[src/design/tcp_pkg.sv]
// Purpose: shared constants and types for the timer, capture, compare and pulse block
// Assumes: byte-wide cpu access at the special register addresses, words split in two bytes
// Notes: field layouts of the control registers are local choices
package tcp_pkg;
    // register addresses
    localparam logic [15:0] ADDR_CAP_A      = 16'hff10;
    localparam logic [15:0] ADDR_CAP_B      = 16'hff12;
    localparam logic [15:0] ADDR_CMP_ONE    = 16'hff14;
    localparam logic [15:0] ADDR_CMP_TWO    = 16'hff1e;
    localparam logic [15:0] ADDR_FREE_CNT   = 16'hff30;
    localparam logic [15:0] ADDR_EVENT_CNT  = 16'hff32;
    localparam logic [15:0] ADDR_INTV_CNT   = 16'hff34;
    localparam logic [15:0] ADDR_CTRL_A     = 16'hff38;
    localparam logic [15:0] ADDR_CTRL_B     = 16'hff39;
    localparam logic [15:0] ADDR_EDGE_A     = 16'hff3c;
    localparam logic [15:0] ADDR_EDGE_B     = 16'hff3d;
    localparam logic [15:0] ADDR_PIN_FUNC   = 16'hff43;
    localparam logic [15:0] ADDR_PULSE_CTRL = 16'hff64;
    localparam logic [15:0] ADDR_PULSE_BUF_A = 16'hff66;
    localparam logic [15:0] ADDR_PULSE_BUF_B = 16'hff6e;

    // reset values
    localparam logic [15:0] RST_COUNT = 16'h0000;
    localparam logic [7:0]  RST_CTRL  = 8'h00;

    // counter_control_a fields
    localparam int CA_FREE_RUN = 0;
    localparam int CA_EVENT_RUN = 1;
    localparam int CA_EVENT_SRC = 2;
    localparam int CA_INTV_RUN = 4;
    localparam int CA_INTV_DIV8 = 5;
    // counter_control_b fields
    localparam int CB_CAP_A_EN = 0;
    localparam int CB_CAP_B_EN = 1;
    // edge_select_a fields: two bits per pin, pin index i at 2*i
    localparam int ES_EDGE_A = 0;
    localparam int ES_EDGE_B = 2;
    localparam int ES_EVENT  = 4;
    // edge_select_b fields: interrupt enables of the two capture pins
    localparam int EB_REQ_A = 0;
    localparam int EB_REQ_B = 1;
    // pulse_control fields
    localparam int PC_RUN   = 0;
    localparam int PC_POL_A = 1;
    localparam int PC_POL_B = 2;
    // pin_function_select bits carrying the pulse outputs
    localparam int PF_PULSE_A = 0;
    localparam int PF_PULSE_B = 1;

    // prescale counts in system clocks
    localparam int DIV_FREE  = 8;
    localparam int DIV_FOUR  = 4;
    localparam int DIV_PULSE = 2;

    // edge modes
    typedef enum logic [1:0] {
        TCP_EDGE_NONE = 2'b00,
        TCP_EDGE_RISE = 2'b01,
        TCP_EDGE_FALL = 2'b10,
        TCP_EDGE_BOTH = 2'b11
    } tcp_edge_e;

    // cpu access
    typedef struct packed {
        logic        rd;
        logic        wr;
        logic [15:0] addr;
        logic [7:0]  wdata;
    } tcp_bus_s;

    // interrupt request pulses
    typedef struct packed {
        logic overflow_request;
        logic match_request_one;
        logic match_request_two;
        logic edge_req_a;
        logic edge_req_b;
    } tcp_req_s;
endpackage : tcp_pkg

[src/design/tcp_timer_block.sv]
// Purpose: three 16-bit timers with capture and compare plus a two-channel pulse generator
// Assumes: byte accesses; a 16-bit count is read low byte then high byte within one latch
// Notes: pins are synchronised here; every request output is a one-cycle pulse
`timescale 1ns/100ps
`default_nettype none
module tcp_timer_block #(
    // sizes; the byte-split register map serves only the defaults
    parameter int CNT_W   = 16,
    parameter int PULSE_W = 8,
    parameter int NPIN    = 3
) (
    // clock and reset
    input  wire logic           clk,
    input  wire logic           rst_n,
    // cpu register access
    input  wire tcp_pkg::tcp_bus_s bus,
    output logic [7:0]          rdata,
    // external pins: capture a, capture b, event input
    input  wire logic           ext_edge_a,
    input  wire logic           ext_edge_b,
    input  wire logic           event_input,
    // interrupt requests
    output tcp_pkg::tcp_req_s   req,
    // port three low bits: pulse outputs and their function select
    output logic [1:0]          pulse_pin,
    output logic [1:0]          pulse_pin_sel
);
    // byte lanes, pin wiring and the three-bit prescaler only serve these values
    if (CNT_W != 16) begin : g_check_cnt_w
        $error("count width must be 16");
    end
    if (PULSE_W != 8) begin : g_check_pulse_w
        $error("pulse counter width must be 8");
    end
    if (NPIN != 3) begin : g_check_npin
        $error("exactly three pins are synchronised");
    end
    if (tcp_pkg::DIV_FREE != 8 || tcp_pkg::DIV_FOUR != 4 || tcp_pkg::DIV_PULSE != 2) begin : g_check_div
        $error("prescale counts do not fit the three-bit prescaler");
    end

    logic [CNT_W-1:0]   free_run_count_q;
    logic [CNT_W-1:0]   event_count_q;
    logic [CNT_W-1:0]   interval_count_q;
    logic [CNT_W-1:0]   capture_reg_a_q;
    logic [CNT_W-1:0]   capture_reg_b_q;
    logic [CNT_W-1:0]   interval_compare_one_q;
    logic [CNT_W-1:0]   interval_compare_two_q;
    logic [7:0]         counter_control_a_q;
    logic [7:0]         counter_control_b_q;
    logic [7:0]         edge_select_a_q;
    logic [7:0]         edge_select_b_q;
    logic [7:0]         pin_function_select_q;
    logic [7:0]         pulse_control_q;
    logic [7:0]         pulse_buffer_a_q;
    logic [7:0]         pulse_buffer_b_q;
    logic [PULSE_W-1:0] pulse_compare_a_q;
    logic [PULSE_W-1:0] pulse_compare_b_q;
    logic [PULSE_W-1:0] pulse_count_q;
    logic [2:0]         pre_q;
    logic [7:0]         rd_high_q;
    logic [1:0]         pulse_lvl_q;
    tcp_pkg::tcp_req_s  req_q;

    logic [NPIN-1:0] pin_raw;
    logic [NPIN-1:0] sync1_q;
    logic [NPIN-1:0] sync2_q;
    logic [NPIN-1:0] sync3_q;
    logic [NPIN-1:0] edge_hit;
    assign pin_raw = {event_input, ext_edge_b, ext_edge_a};
    always_ff @(posedge clk) begin
        if (!rst_n) begin
            sync1_q <= '0;
            sync2_q <= '0;
            sync3_q <= '0;
        end else begin
            sync1_q <= pin_raw;
            sync2_q <= sync1_q;
            sync3_q <= sync2_q;
        end
    end

    genvar gi;
    generate
        for (gi = 0; gi < NPIN; gi++) begin : g_edge
            logic [1:0] mode;
            assign mode = edge_select_a_q[2*gi +: 2];
            assign edge_hit[gi] = (mode[0] && sync2_q[gi] && !sync3_q[gi])
                               || (mode[1] && !sync2_q[gi] && sync3_q[gi]);
        end
    endgenerate

    // shared prescaler ticks
    logic tick2;
    logic tick4;
    logic tick8;
    always_ff @(posedge clk) begin
        if (!rst_n) pre_q <= 3'h0;
        else        pre_q <= pre_q + 3'h1;
    end
    assign tick2 = pre_q[0];
    assign tick4 = &pre_q[1:0];
    assign tick8 = &pre_q;

    // cpu writes
    logic wr_hit;
    function automatic logic hit(input logic [15:0] a, input logic [15:0] base);
        hit = bus.wr && (bus.addr == a) && (a == base);
    endfunction
    assign wr_hit = bus.wr;

    always_ff @(posedge clk) begin
        if (!rst_n) begin
            counter_control_a_q   <= tcp_pkg::RST_CTRL;
            counter_control_b_q   <= tcp_pkg::RST_CTRL;
            edge_select_a_q       <= tcp_pkg::RST_CTRL;
            edge_select_b_q       <= tcp_pkg::RST_CTRL;
            pin_function_select_q <= tcp_pkg::RST_CTRL;
            pulse_control_q       <= tcp_pkg::RST_CTRL;
        end else if (wr_hit) begin
            case (bus.addr)
                tcp_pkg::ADDR_CTRL_A:     counter_control_a_q   <= bus.wdata;
                tcp_pkg::ADDR_CTRL_B:     counter_control_b_q   <= bus.wdata;
                tcp_pkg::ADDR_EDGE_A:     edge_select_a_q       <= bus.wdata;
                tcp_pkg::ADDR_EDGE_B:     edge_select_b_q       <= bus.wdata;
                tcp_pkg::ADDR_PIN_FUNC:   pin_function_select_q <= bus.wdata;
                tcp_pkg::ADDR_PULSE_CTRL: pulse_control_q       <= bus.wdata;
                default: ;
            endcase
        end
    end

    // compare and buffer registers: undefined after reset, held at zero here
    always_ff @(posedge clk) begin
        if (!rst_n) begin
            interval_compare_one_q <= tcp_pkg::RST_COUNT;
            interval_compare_two_q <= tcp_pkg::RST_COUNT;
            pulse_buffer_a_q       <= tcp_pkg::RST_CTRL;
            pulse_buffer_b_q       <= tcp_pkg::RST_CTRL;
        end else if (wr_hit) begin
            case (bus.addr)
                tcp_pkg::ADDR_CMP_ONE:          interval_compare_one_q[7:0]  <= bus.wdata;
                tcp_pkg::ADDR_CMP_ONE + 16'h1:  interval_compare_one_q[15:8] <= bus.wdata;
                tcp_pkg::ADDR_CMP_TWO:          interval_compare_two_q[7:0]  <= bus.wdata;
                tcp_pkg::ADDR_CMP_TWO + 16'h1:  interval_compare_two_q[15:8] <= bus.wdata;
                tcp_pkg::ADDR_PULSE_BUF_A:      pulse_buffer_a_q             <= bus.wdata;
                tcp_pkg::ADDR_PULSE_BUF_B:      pulse_buffer_b_q             <= bus.wdata;
                default: ;
            endcase
        end
    end

    logic free_wrap;
    assign free_wrap = counter_control_a_q[tcp_pkg::CA_FREE_RUN] && tick8 && (&free_run_count_q);
    always_ff @(posedge clk) begin
        if (!rst_n)
            free_run_count_q <= tcp_pkg::RST_COUNT;
        else if (counter_control_a_q[tcp_pkg::CA_FREE_RUN] && tick8)
            free_run_count_q <= free_run_count_q + 16'h1;
    end

    // capture on edge, capture enable bits gate it; a cpu write loses to a capture
    logic cap_a;
    logic cap_b;
    assign cap_a = edge_hit[0] && counter_control_b_q[tcp_pkg::CB_CAP_A_EN];
    assign cap_b = edge_hit[1] && counter_control_b_q[tcp_pkg::CB_CAP_B_EN];
    always_ff @(posedge clk) begin
        if (!rst_n) begin
            capture_reg_a_q <= tcp_pkg::RST_COUNT;
            capture_reg_b_q <= tcp_pkg::RST_COUNT;
        end else begin
            if (cap_a)
                capture_reg_a_q <= free_run_count_q;
            else if (hit(bus.addr, tcp_pkg::ADDR_CAP_A))
                capture_reg_a_q[7:0] <= bus.wdata;
            else if (hit(bus.addr, tcp_pkg::ADDR_CAP_A + 16'h1))
                capture_reg_a_q[15:8] <= bus.wdata;
            if (cap_b)
                capture_reg_b_q <= free_run_count_q;
            else if (hit(bus.addr, tcp_pkg::ADDR_CAP_B))
                capture_reg_b_q[7:0] <= bus.wdata;
            else if (hit(bus.addr, tcp_pkg::ADDR_CAP_B + 16'h1))
                capture_reg_b_q[15:8] <= bus.wdata;
        end
    end

    logic ev_step;
    logic ev_match;
    assign ev_step = counter_control_a_q[tcp_pkg::CA_EVENT_RUN]
                  && (counter_control_a_q[tcp_pkg::CA_EVENT_SRC] ? edge_hit[2] : tick8);
    assign ev_match = ev_step && (event_count_q == interval_compare_one_q);
    always_ff @(posedge clk) begin
        if (!rst_n)
            event_count_q <= tcp_pkg::RST_COUNT;
        else if (!counter_control_a_q[tcp_pkg::CA_EVENT_RUN])
            event_count_q <= tcp_pkg::RST_COUNT;
        else if (ev_match)
            event_count_q <= tcp_pkg::RST_COUNT;
        else if (ev_step)
            event_count_q <= event_count_q + 16'h1;
    end

    logic iv_step;
    logic iv_match;
    assign iv_step = counter_control_a_q[tcp_pkg::CA_INTV_RUN]
                  && (counter_control_a_q[tcp_pkg::CA_INTV_DIV8] ? tick8 : tick4);
    assign iv_match = iv_step && (interval_count_q == interval_compare_two_q);
    always_ff @(posedge clk) begin
        if (!rst_n)
            interval_count_q <= tcp_pkg::RST_COUNT;
        else if (!counter_control_a_q[tcp_pkg::CA_INTV_RUN])
            interval_count_q <= tcp_pkg::RST_COUNT;
        else if (iv_match)
            interval_count_q <= tcp_pkg::RST_COUNT;
        else if (iv_step)
            interval_count_q <= interval_count_q + 16'h1;
    end

    always_ff @(posedge clk) begin
        if (!rst_n) begin
            req_q <= '0;
        end else begin
            req_q.overflow_request  <= free_wrap;
            req_q.match_request_one <= ev_match;
            req_q.match_request_two <= iv_match;
            req_q.edge_req_a <= edge_hit[0] && edge_select_b_q[tcp_pkg::EB_REQ_A];
            req_q.edge_req_b <= edge_hit[1] && edge_select_b_q[tcp_pkg::EB_REQ_B];
        end
    end
    assign req = req_q;

    logic pulse_run;
    logic pulse_ovf;
    assign pulse_run = pulse_control_q[tcp_pkg::PC_RUN];
    assign pulse_ovf = pulse_run && tick2 && (&pulse_count_q);
    always_ff @(posedge clk) begin
        if (!rst_n)
            pulse_count_q <= 8'h00;
        else if (pulse_run && tick2)
            pulse_count_q <= pulse_count_q + 8'h01;
    end

    // reload compares and go active on overflow
    // go inactive on match; overflow wins if both occur together
    always_ff @(posedge clk) begin
        if (!rst_n) begin
            pulse_compare_a_q <= 8'h00;
            pulse_compare_b_q <= 8'h00;
            pulse_lvl_q       <= 2'b00;
        end else if (pulse_ovf) begin
            pulse_compare_a_q <= pulse_buffer_a_q;
            pulse_compare_b_q <= pulse_buffer_b_q;
            pulse_lvl_q       <= 2'b11;
        end else if (pulse_run && tick2) begin
            if (pulse_count_q + 8'h01 == pulse_compare_a_q)
                pulse_lvl_q[0] <= 1'b0;
            if (pulse_count_q + 8'h01 == pulse_compare_b_q)
                pulse_lvl_q[1] <= 1'b0;
        end
    end

    // polarity; set bit means active low
    logic [1:0] pol;
    logic [1:0] pin_q;
    assign pol = {pulse_control_q[tcp_pkg::PC_POL_B], pulse_control_q[tcp_pkg::PC_POL_A]};
    always_ff @(posedge clk) begin
        if (!rst_n) pin_q <= 2'b00;
        else        pin_q <= pulse_lvl_q ^ pol;
    end
    assign pulse_pin_sel = {pin_function_select_q[tcp_pkg::PF_PULSE_B],
                            pin_function_select_q[tcp_pkg::PF_PULSE_A]};
    assign pulse_pin = pin_q & pulse_pin_sel;

    // counts read-only; low byte read latches high byte for a coherent word
    logic [15:0] cnt_sel;
    always_comb begin
        cnt_sel = 16'h0000;
        case (bus.addr)
            tcp_pkg::ADDR_FREE_CNT:  cnt_sel = free_run_count_q;
            tcp_pkg::ADDR_EVENT_CNT: cnt_sel = event_count_q;
            tcp_pkg::ADDR_INTV_CNT:  cnt_sel = interval_count_q;
            default: ;
        endcase
    end
    always_ff @(posedge clk) begin
        if (!rst_n)       rd_high_q <= 8'h00;
        else if (bus.rd)  rd_high_q <= cnt_sel[15:8];
    end

    always_ff @(posedge clk) begin
        if (!rst_n) begin
            rdata <= 8'h00;
        end else if (bus.rd) begin
            case (bus.addr)
                tcp_pkg::ADDR_CAP_A:               rdata <= capture_reg_a_q[7:0];
                tcp_pkg::ADDR_CAP_A + 16'h1:       rdata <= capture_reg_a_q[15:8];
                tcp_pkg::ADDR_CAP_B:               rdata <= capture_reg_b_q[7:0];
                tcp_pkg::ADDR_CAP_B + 16'h1:       rdata <= capture_reg_b_q[15:8];
                tcp_pkg::ADDR_CMP_ONE:             rdata <= interval_compare_one_q[7:0];
                tcp_pkg::ADDR_CMP_ONE + 16'h1:     rdata <= interval_compare_one_q[15:8];
                tcp_pkg::ADDR_CMP_TWO:             rdata <= interval_compare_two_q[7:0];
                tcp_pkg::ADDR_CMP_TWO + 16'h1:     rdata <= interval_compare_two_q[15:8];
                tcp_pkg::ADDR_FREE_CNT,
                tcp_pkg::ADDR_EVENT_CNT,
                tcp_pkg::ADDR_INTV_CNT:            rdata <= cnt_sel[7:0];
                tcp_pkg::ADDR_FREE_CNT + 16'h1,
                tcp_pkg::ADDR_EVENT_CNT + 16'h1,
                tcp_pkg::ADDR_INTV_CNT + 16'h1:    rdata <= rd_high_q;
                tcp_pkg::ADDR_CTRL_A:              rdata <= counter_control_a_q;
                tcp_pkg::ADDR_CTRL_B:              rdata <= counter_control_b_q;
                tcp_pkg::ADDR_EDGE_A:              rdata <= edge_select_a_q;
                tcp_pkg::ADDR_EDGE_B:              rdata <= edge_select_b_q;
                tcp_pkg::ADDR_PIN_FUNC:            rdata <= pin_function_select_q;
                tcp_pkg::ADDR_PULSE_CTRL:          rdata <= pulse_control_q;
                tcp_pkg::ADDR_PULSE_BUF_A:         rdata <= pulse_buffer_a_q;
                tcp_pkg::ADDR_PULSE_BUF_B:         rdata <= pulse_buffer_b_q;
                default:                           rdata <= 8'h00;
            endcase
        end
    end
endmodule : tcp_timer_block
`default_nettype wire

[config.mk]
export PLATFORM = sky130hd
export DESIGN_NAME = tcp_timer_block
export DESIGN_NICKNAME = d
export VERILOG_FILES = /design/src/design/tcp_pkg.sv /design/src/design/tcp_timer_block.sv
export SDC_FILE = /design/constraint.sdc
export NUM_CORES = 1
export LEC_CHECK = 0
export BUFFER_PORTS_ARGS = -buffer_cell sky130_fd_sc_hd__buf_2
export CORE_MARGIN = 2
export CORE_UTILIZATION = 56
export CTS_CLUSTER_DIAMETER = 30
export DETAILED_ROUTE_END_ITERATION = 16
export PLACE_DENSITY_LB_ADDON = 0.1
export SYNTH_ARGS = -nofsm -noshare
export SYNTH_HDL_FRONTEND = slang
export SYNTH_SLANG_ARGS = --single-unit
export TNS_END_PERCENT = 20
[constraint.sdc]
create_clock -name clk -period 2.3 [get_ports clk]
set_input_delay 0.575 -clock clk [delete_from_list [all_inputs] [get_ports clk]]
set_output_delay 0.575 -clock clk [all_outputs]
set_load 0.05 [all_outputs]
# --- Yosys cells after proc, flatten, opt, wreduce, memory -nomap -nowiden ---
# Cells that the tools add are included.
classes:
  add_sub_neg: 5
  mux: 16
  bitwise: 5
  n_eq_ne: 28
  reduce_logical: 68
op_table:
  columns: ["operator", "count"]
  rows:
  - ["$eq A16 B16 Y1 const B", 22]
  - ["$pmux W8 S18", 1]
  - ["$add A16 B1 Y16 const B", 3]
  - ["$mux W8", 6]
  - ["$pmux W16 S3", 1]
  - ["$reduce_and A2 Y1", 17]
  - ["$eq A16 B16 Y1", 2]
  - ["$mux W16", 2]
  - ["$logic_and A1 B1 Y1", 28]
  - ["$eq A8 B8 Y1", 2]
  - ["$reduce_and A16 Y1", 1]
  - ["$reduce_bool A2 Y1", 7]
  - ["$reduce_or A3 Y1", 4]
  - ["$add A8 B1 Y8 const B", 1]
  - ["$reduce_and A8 Y1", 1]
  - ["$logic_not A1 Y1", 6]
  - ["$mux W1", 4]
  - ["$mux W2", 2]
  - ["$ne A2 B2 Y1 const B", 2]
  - ["$add A3 B1 Y3 const B", 1]
  - ["$logic_or A1 B1 Y1", 3]
  - ["$not A1 Y1", 3]
  - ["$reduce_and A3 Y1", 1]
  - ["$and A2 B2 Y2", 1]
  - ["$xor A2 B2 Y2", 1]
totals:
  out_inout_bits: 17
  word_cells: 158
  ff_bits: 237

# --- Logic depth before layout (Yosys ltp) ---
depth:
  word_depth: 8
  ltp_mapped: 9
  mapped_depth_nobuf: 8

# --- Worst setup path before layout ---
# No wires, ideal clock.
synth_path:
  kind: "in2reg"
  from: "input port bus[14] (netlist name)"
  to: "register rdata[6]"
  path_slack_ps: -117
  required_ps: 2220
  arrival_time_ps: 2337
  n_path_buf: 1
  setup_time_ps: 80
  stages: 7
  path_cell_list: "nand4bb_4 > or4b_4 > nor3b_4 > buf_6 > a222oi_1 > and3_1 > a211oi_2"
synth_via:
  elab_chain_len: 3
  word_cells_on_any_way: 26
  cone_classes: "22 x eq/ne; 2 x mux; 2 x reduce/logical"
synth_lines:
  columns: ["item", "line_no", "text"]
  rows:
  - ["from (decl)", "tcp_timer_block.sv:16", "input wire tcp_pkg::tcp_bus_s bus,"]
  - ["$eq A16 B16 Y1, on equally long branches", "tcp_timer_block.sv:278, tcp_timer_block.sv:294", null]
  - ["$pmux W16 S3 / $reduce_or A3 Y1 (equally long branches)", "tcp_timer_block.sv:278, tcp_timer_block.sv:294", null]
  - ["$pmux W8 S18 *", "tcp_timer_block.sv:294", "case (bus.addr)"]
  - ["to (signal assigned)", "tcp_timer_block.sv:295", "tcp_pkg::ADDR_CAP_A: rdata <= capture_reg_a_q[7:0];"]
  - ["to (signal assigned)", "tcp_timer_block.sv:296", "tcp_pkg::ADDR_CAP_A + 16'h1: rdata <= capture_reg_a_q[15:8];"]
  - ["to (signal assigned)", "tcp_timer_block.sv:297", "tcp_pkg::ADDR_CAP_B: rdata <= capture_reg_b_q[7:0];"]
  - ["to (decl)", "tcp_timer_block.sv:17", "output logic [7:0] rdata,"]
# Every way passes the cells marked *; elsewhere a longest branch is shown, timed or not.
# A chain may end at the register's enable or synchronous reset.

# --- Worst setup path in the final report ---
layout_path:
  from: "register pre_q[0]"
  to: "register event_count_q[9]"
layout_via:
  elab_chain_len: 5
layout_lines:
  columns: ["item", "line_no", "text"]
  rows:
  - ["from (decl)", "tcp_timer_block.sv:60", "logic [2:0] pre_q;"]
  - ["from (signal assigned)", "tcp_timer_block.sv:99", "else pre_q <= pre_q + 3'h1;"]
  - ["$reduce_and A3 Y1 *", "tcp_timer_block.sv:103", "assign tick8 = &pre_q;"]
  - ["$mux W1 *", "tcp_timer_block.sv:190", "&& (counter_control_a_q[tcp_pkg::CA_EVENT_SRC] ? edge_hit[2] : tick8);"]
  - ["$logic_and A1 B1 Y1 *", "tcp_timer_block.sv:190", null]
  - ["$logic_and A1 B1 Y1", "tcp_timer_block.sv:191", "assign ev_match = ev_step && (event_count_q == interval_compare_one_q);"]
  - ["$reduce_or A3 Y1 (no line)", null, null]
  - ["to (signal assigned)", "tcp_timer_block.sv:194", "event_count_q <= tcp_pkg::RST_COUNT;"]
  - ["to (signal assigned)", "tcp_timer_block.sv:196", "event_count_q <= tcp_pkg::RST_COUNT;"]
  - ["to (signal assigned)", "tcp_timer_block.sv:198", "event_count_q <= tcp_pkg::RST_COUNT;"]
  - ["to (decl)", "tcp_timer_block.sv:43", "logic [CNT_W-1:0] event_count_q;"]
# Marks and branches as above.

==> metrics.log <==
INFO  metric run_status = completed
INFO  metric grt_pass1_wl = roughly 61 mm
INFO  metric max_slew_margin = 0.313
INFO  metric whs = 231 ps
INFO  metric total_leakage_power = 5.37 nW
INFO  metric place.detailed.instances = between 1,500 and 2,000
INFO  metric ff2ff_setup_slack = between 70 and 80 ps
INFO  metric fmax = about 450 MHz
INFO  metric via_per_inst = around 6.3
INFO  metric firstDrtPassIters = 6
INFO  metric cts.path.max_buffers = 3
INFO  metric power.net_switching = about 0.0027 W
INFO  metric die_h = about 150 um
INFO  metric setup.worst_path.end_class = flip-flop
INFO  metric switching_share = 0.220
INFO  metric vdd.ir_drop.worst = 0.000678 V
INFO  metric power.share.clock = 0.627
INFO  metric antenna_violations_before_repair = 0
INFO  metric drc_errors = 0
INFO  metric syn-mean-instance-area = around 8.3 um^2
INFO  metric grt_overflow_total = 0
INFO  metric synth_top_flop_cell = dfxtp_1
INFO  metric worst_ep_required_time = roughly 2700 ps
INFO  metric clk_pin_slew_worst_paths = around 50 ps
INFO  metric die-area = about 22,000 um^2
INFO  metric tritoncts = built
INFO  metric layout_common_cells = 241 x nand2_1, 235 x dfxtp_1, 134 x buf_4
INFO  metric cp_max_fo = 4
INFO  metric report.final.hold_viol_count = 0
INFO  metric cts_max_level = 2
INFO  metric nNetsFinal = ~1,600
INFO  metric fillerInstances = around 1,500
INFO  metric grt_util_all_layers = 0.363
INFO  metric fraction_of_registers_with_async_set_reset = 0
INFO  metric cell_chosen_for_the_clock_root = clkbuf_16
INFO  metric totalPowerFinal = 0.0121 W
INFO  metric areaGrowthSynthToFinish = 29.4%
INFO  metric synth_enable_flop_cells = 0
INFO  metric initial_core_util = 0.568
INFO  metric timing.critical_path.from_type = flip-flop
INFO  metric clock_latency = ~550 ps
INFO  metric hold_class = in2reg
INFO  metric finalMaxSlewViolations = 0
INFO  metric final_common_cell = nand2_1
INFO  metric post_cts_hold_buffer_count = 0
INFO  metric synthesized_instance_count = 1,367
INFO  metric gp_routability_congestion = 1.02
INFO  metric placementRows = 52
INFO  metric final_core_utilization = 0.734
INFO  metric critical_path_arrival = around 2700 ps
INFO  metric post_synthesis_register_bit_count = about 240
INFO  metric layout.cells.non_filler = 1,826
INFO  metric intPower = about 0.0094 W
INFO  metric postSynthNetCount = 1,404
INFO  metric core_area = 20,100 um^2
INFO  metric worstMarginPinSlew = roughly 1000 ps
INFO  metric tns = 0 ps
INFO  metric grt_pass1_vias = 10,834
INFO  metric final_min_period_over_clock_period = 0.966
INFO  metric final.setup_skew = around 21 ps
INFO  metric grt_start_max_net_pins = 49
INFO  metric drive_gt1_frac = 0.208
INFO  metric synthesis.yosys.warnings = 0
INFO  metric power.combinational.fraction = 0.030
INFO  metric cell_variety_after_synth = 58
INFO  metric min_period = 2220 ps
INFO  metric antenna_violating_nets_post_route = 0
INFO  metric dieWidth = ~150 um
INFO  metric synth_area = roughly 11,000 um^2
INFO  metric maxCapViolations = 0
INFO  metric hpwlAfterDp = ~28 mm
INFO  metric antenna-diode-count = 0
INFO  metric ioPinCount = 48
INFO  metric drt_first_iter_violations = around 1,400
INFO  metric clkSinkCount = 237
INFO  metric seqPwrFrac = 0.343
INFO  metric setup_viol_count_final = 0
INFO  metric post_drt_wl_per_cell = between 20 and 25 um
INFO  metric cts_made_buffers = slightly below 50
INFO  metric port_buffers = between 40 and 50
INFO  metric critPathKind = reg2reg
INFO  metric via_count = approximately 11,000
INFO  metric finalWirelength = approximately 40 mm
INFO  metric ys_seq_area_frac = 0.416
INFO  metric powerDensity = about 820 nW/um^2
cell usage after synthesis, types with 3 or more instances:
cell,instances,area share
a211oi_1,40,0.026
a21oi_1,127,0.056
a221o_1,5,0.0044
a221oi_1,5,0.0038
a222oi_1,18,0.016
a22o_1,11,0.0084
a22oi_1,44,0.029
a311oi_1,8,0.0061
and2_1,23,0.013
and3_1,22,0.012
buf_1,3,0.00099
buf_2,17,0.0075
buf_4,6,0.0039
clkbuf_1,68,0.022
dfxtp_1,237,0.42
ha_1,6,0.0066
inv_1,11,0.0036
mux2i_1,26,0.023
nand2_1,241,0.079
nand3_1,89,0.039
nand3b_1,6,0.0039
nand4_1,20,0.011
nand4bb_1,4,0.0039
nor2_1,117,0.038
nor2b_1,4,0.0022
nor3_1,17,0.0075
nor4_1,17,0.0093
nor4_2,8,0.0088
nor4_4,11,0.021
o21ai_0,14,0.0061
or3_1,9,0.0049
or4b_1,3,0.0026
xnor2_1,56,0.043
xor2_1,44,0.034
registers in the layout (all words and copies together) (netlist names), 8 cells and up:
| signal | flops |
|---|---|
| pulse_control_q | 8 |
| capture_reg_b_q | 16 |
| pulse_count_q | 8 |
| edge_select_a_q | 8 |
| pulse_compare_b_q | 8 |
| pulse_buffer_a_q | 8 |
| pulse_compare_a_q | 8 |
| event_count_q | 16 |
| pulse_buffer_b_q | 8 |
| interval_compare_one_q | 16 |
| free_run_count_q | 16 |
| rdata | 8 |
| capture_reg_a_q | 16 |
| edge_select_b_q | 8 |
| interval_compare_two_q | 16 |
| pin_function_select_q | 8 |
| interval_count_q | 16 |
| rd_high_q | 8 |
| counter_control_b_q | 8 |
| counter_control_a_q | 8 |
power by group through the flow:
| stage | Sequential [W] | Combinational, W | Clock (W) |
|---|---|---|---|
| 6_report | 0.00415 | 0.000367 | 0.00759 |
| 5_1_grt | 0.00414 | 0.000382 | 0.00784 |
| 4_1_cts | 0.00414 | 0.000354 | 0.00759 |
| 3_5_place_dp | 0.00422 | 0.000351 | 0 |
| 3_3_place_gp | 0.00422 | 0.000350 | 0 |
| 2_1_floorplan | 0.00422 | 0.000180 | 0 |
metal layers:
metal,global-route usage,wire [um],up-vias
met3,0.0730,4030,165
met2,0.554,17300,700
li1,-,-,5188
met4,0.208,2530,0
met1,0.482,16000,5385
met5,0,0,-
cell type report:
type | instances | area (um^2) | area share
clock buffers | 63 | 1400 | 0.0948
clock inverters | 27 | 397 | 0.0269
inverters | 12 | 47.5 | 0.00322
multi-input cells | 1022 | 6310 | 0.427
flip-flops and latches | 237 | 4750 | 0.322
well taps | 270 | 338 | 0.0229
repair buffers | 195 | 1530 | 0.103
through the flow:
stage / worst slack, ps / area (um^2)
floorplan: -25.7 / 11500
global placement: -363 / 12900
detailed placement: -391 / 12900
CTS: 1.18 / 14700
global route: -21.5 / 14800
finish: 78.3 / 14800
kinds of logic (layout without fill, tap and decap cells):
kind of cell / Yosys count / count (layout) / synth area share
XOR/XNOR: 100 / 100 / 0.0768
buffers and inverters: 108 / 297 / 0.0407
multiplexers: 26 / 26 / 0.0228
AND/OR/NAND/NOR: 609 / 609 / 0.274
flip-flops: 237 / 237 / 0.416
adder cells (fa/ha/maj): 6 / 6 / 0.00658
AO/OA/AOI/OAI: 281 / 281 / 0.163
repair_timing:
action | 4_1_cts | 5_1_grt
resized for setup | 3 | 7
hold endpoints to repair | 0 | 0
pin swaps | 1 | 4
endpoints found under the setup margin | 19 | 21
buffers inserted | 0 | 3
critical path, cell delays in order, from the launching register on:
cell and delay, ps:
dfxtp_2 350, ha_4 140, ha_4 140, nor2_1 50, a311oi_2 320, clkbuf_16 220, nand4_1 220, buf_4 230
buf_4 130, nor2_1 130, xnor2_1 130, nor2_1 50
final timing paths:
check                  start  depth (start not counted)                to
hold / removal    ext_edge_a                          2        sync1_q[0]
setup reg to reg    pre_q[0]                         11  event_count_q[9]
setup / recovery    pre_q[0]                         11  event_count_q[9]
hold reg to reg   sync1_q[0]                          1        sync2_q[0]
Note: power is estimated with default switching activity, not from simulation.
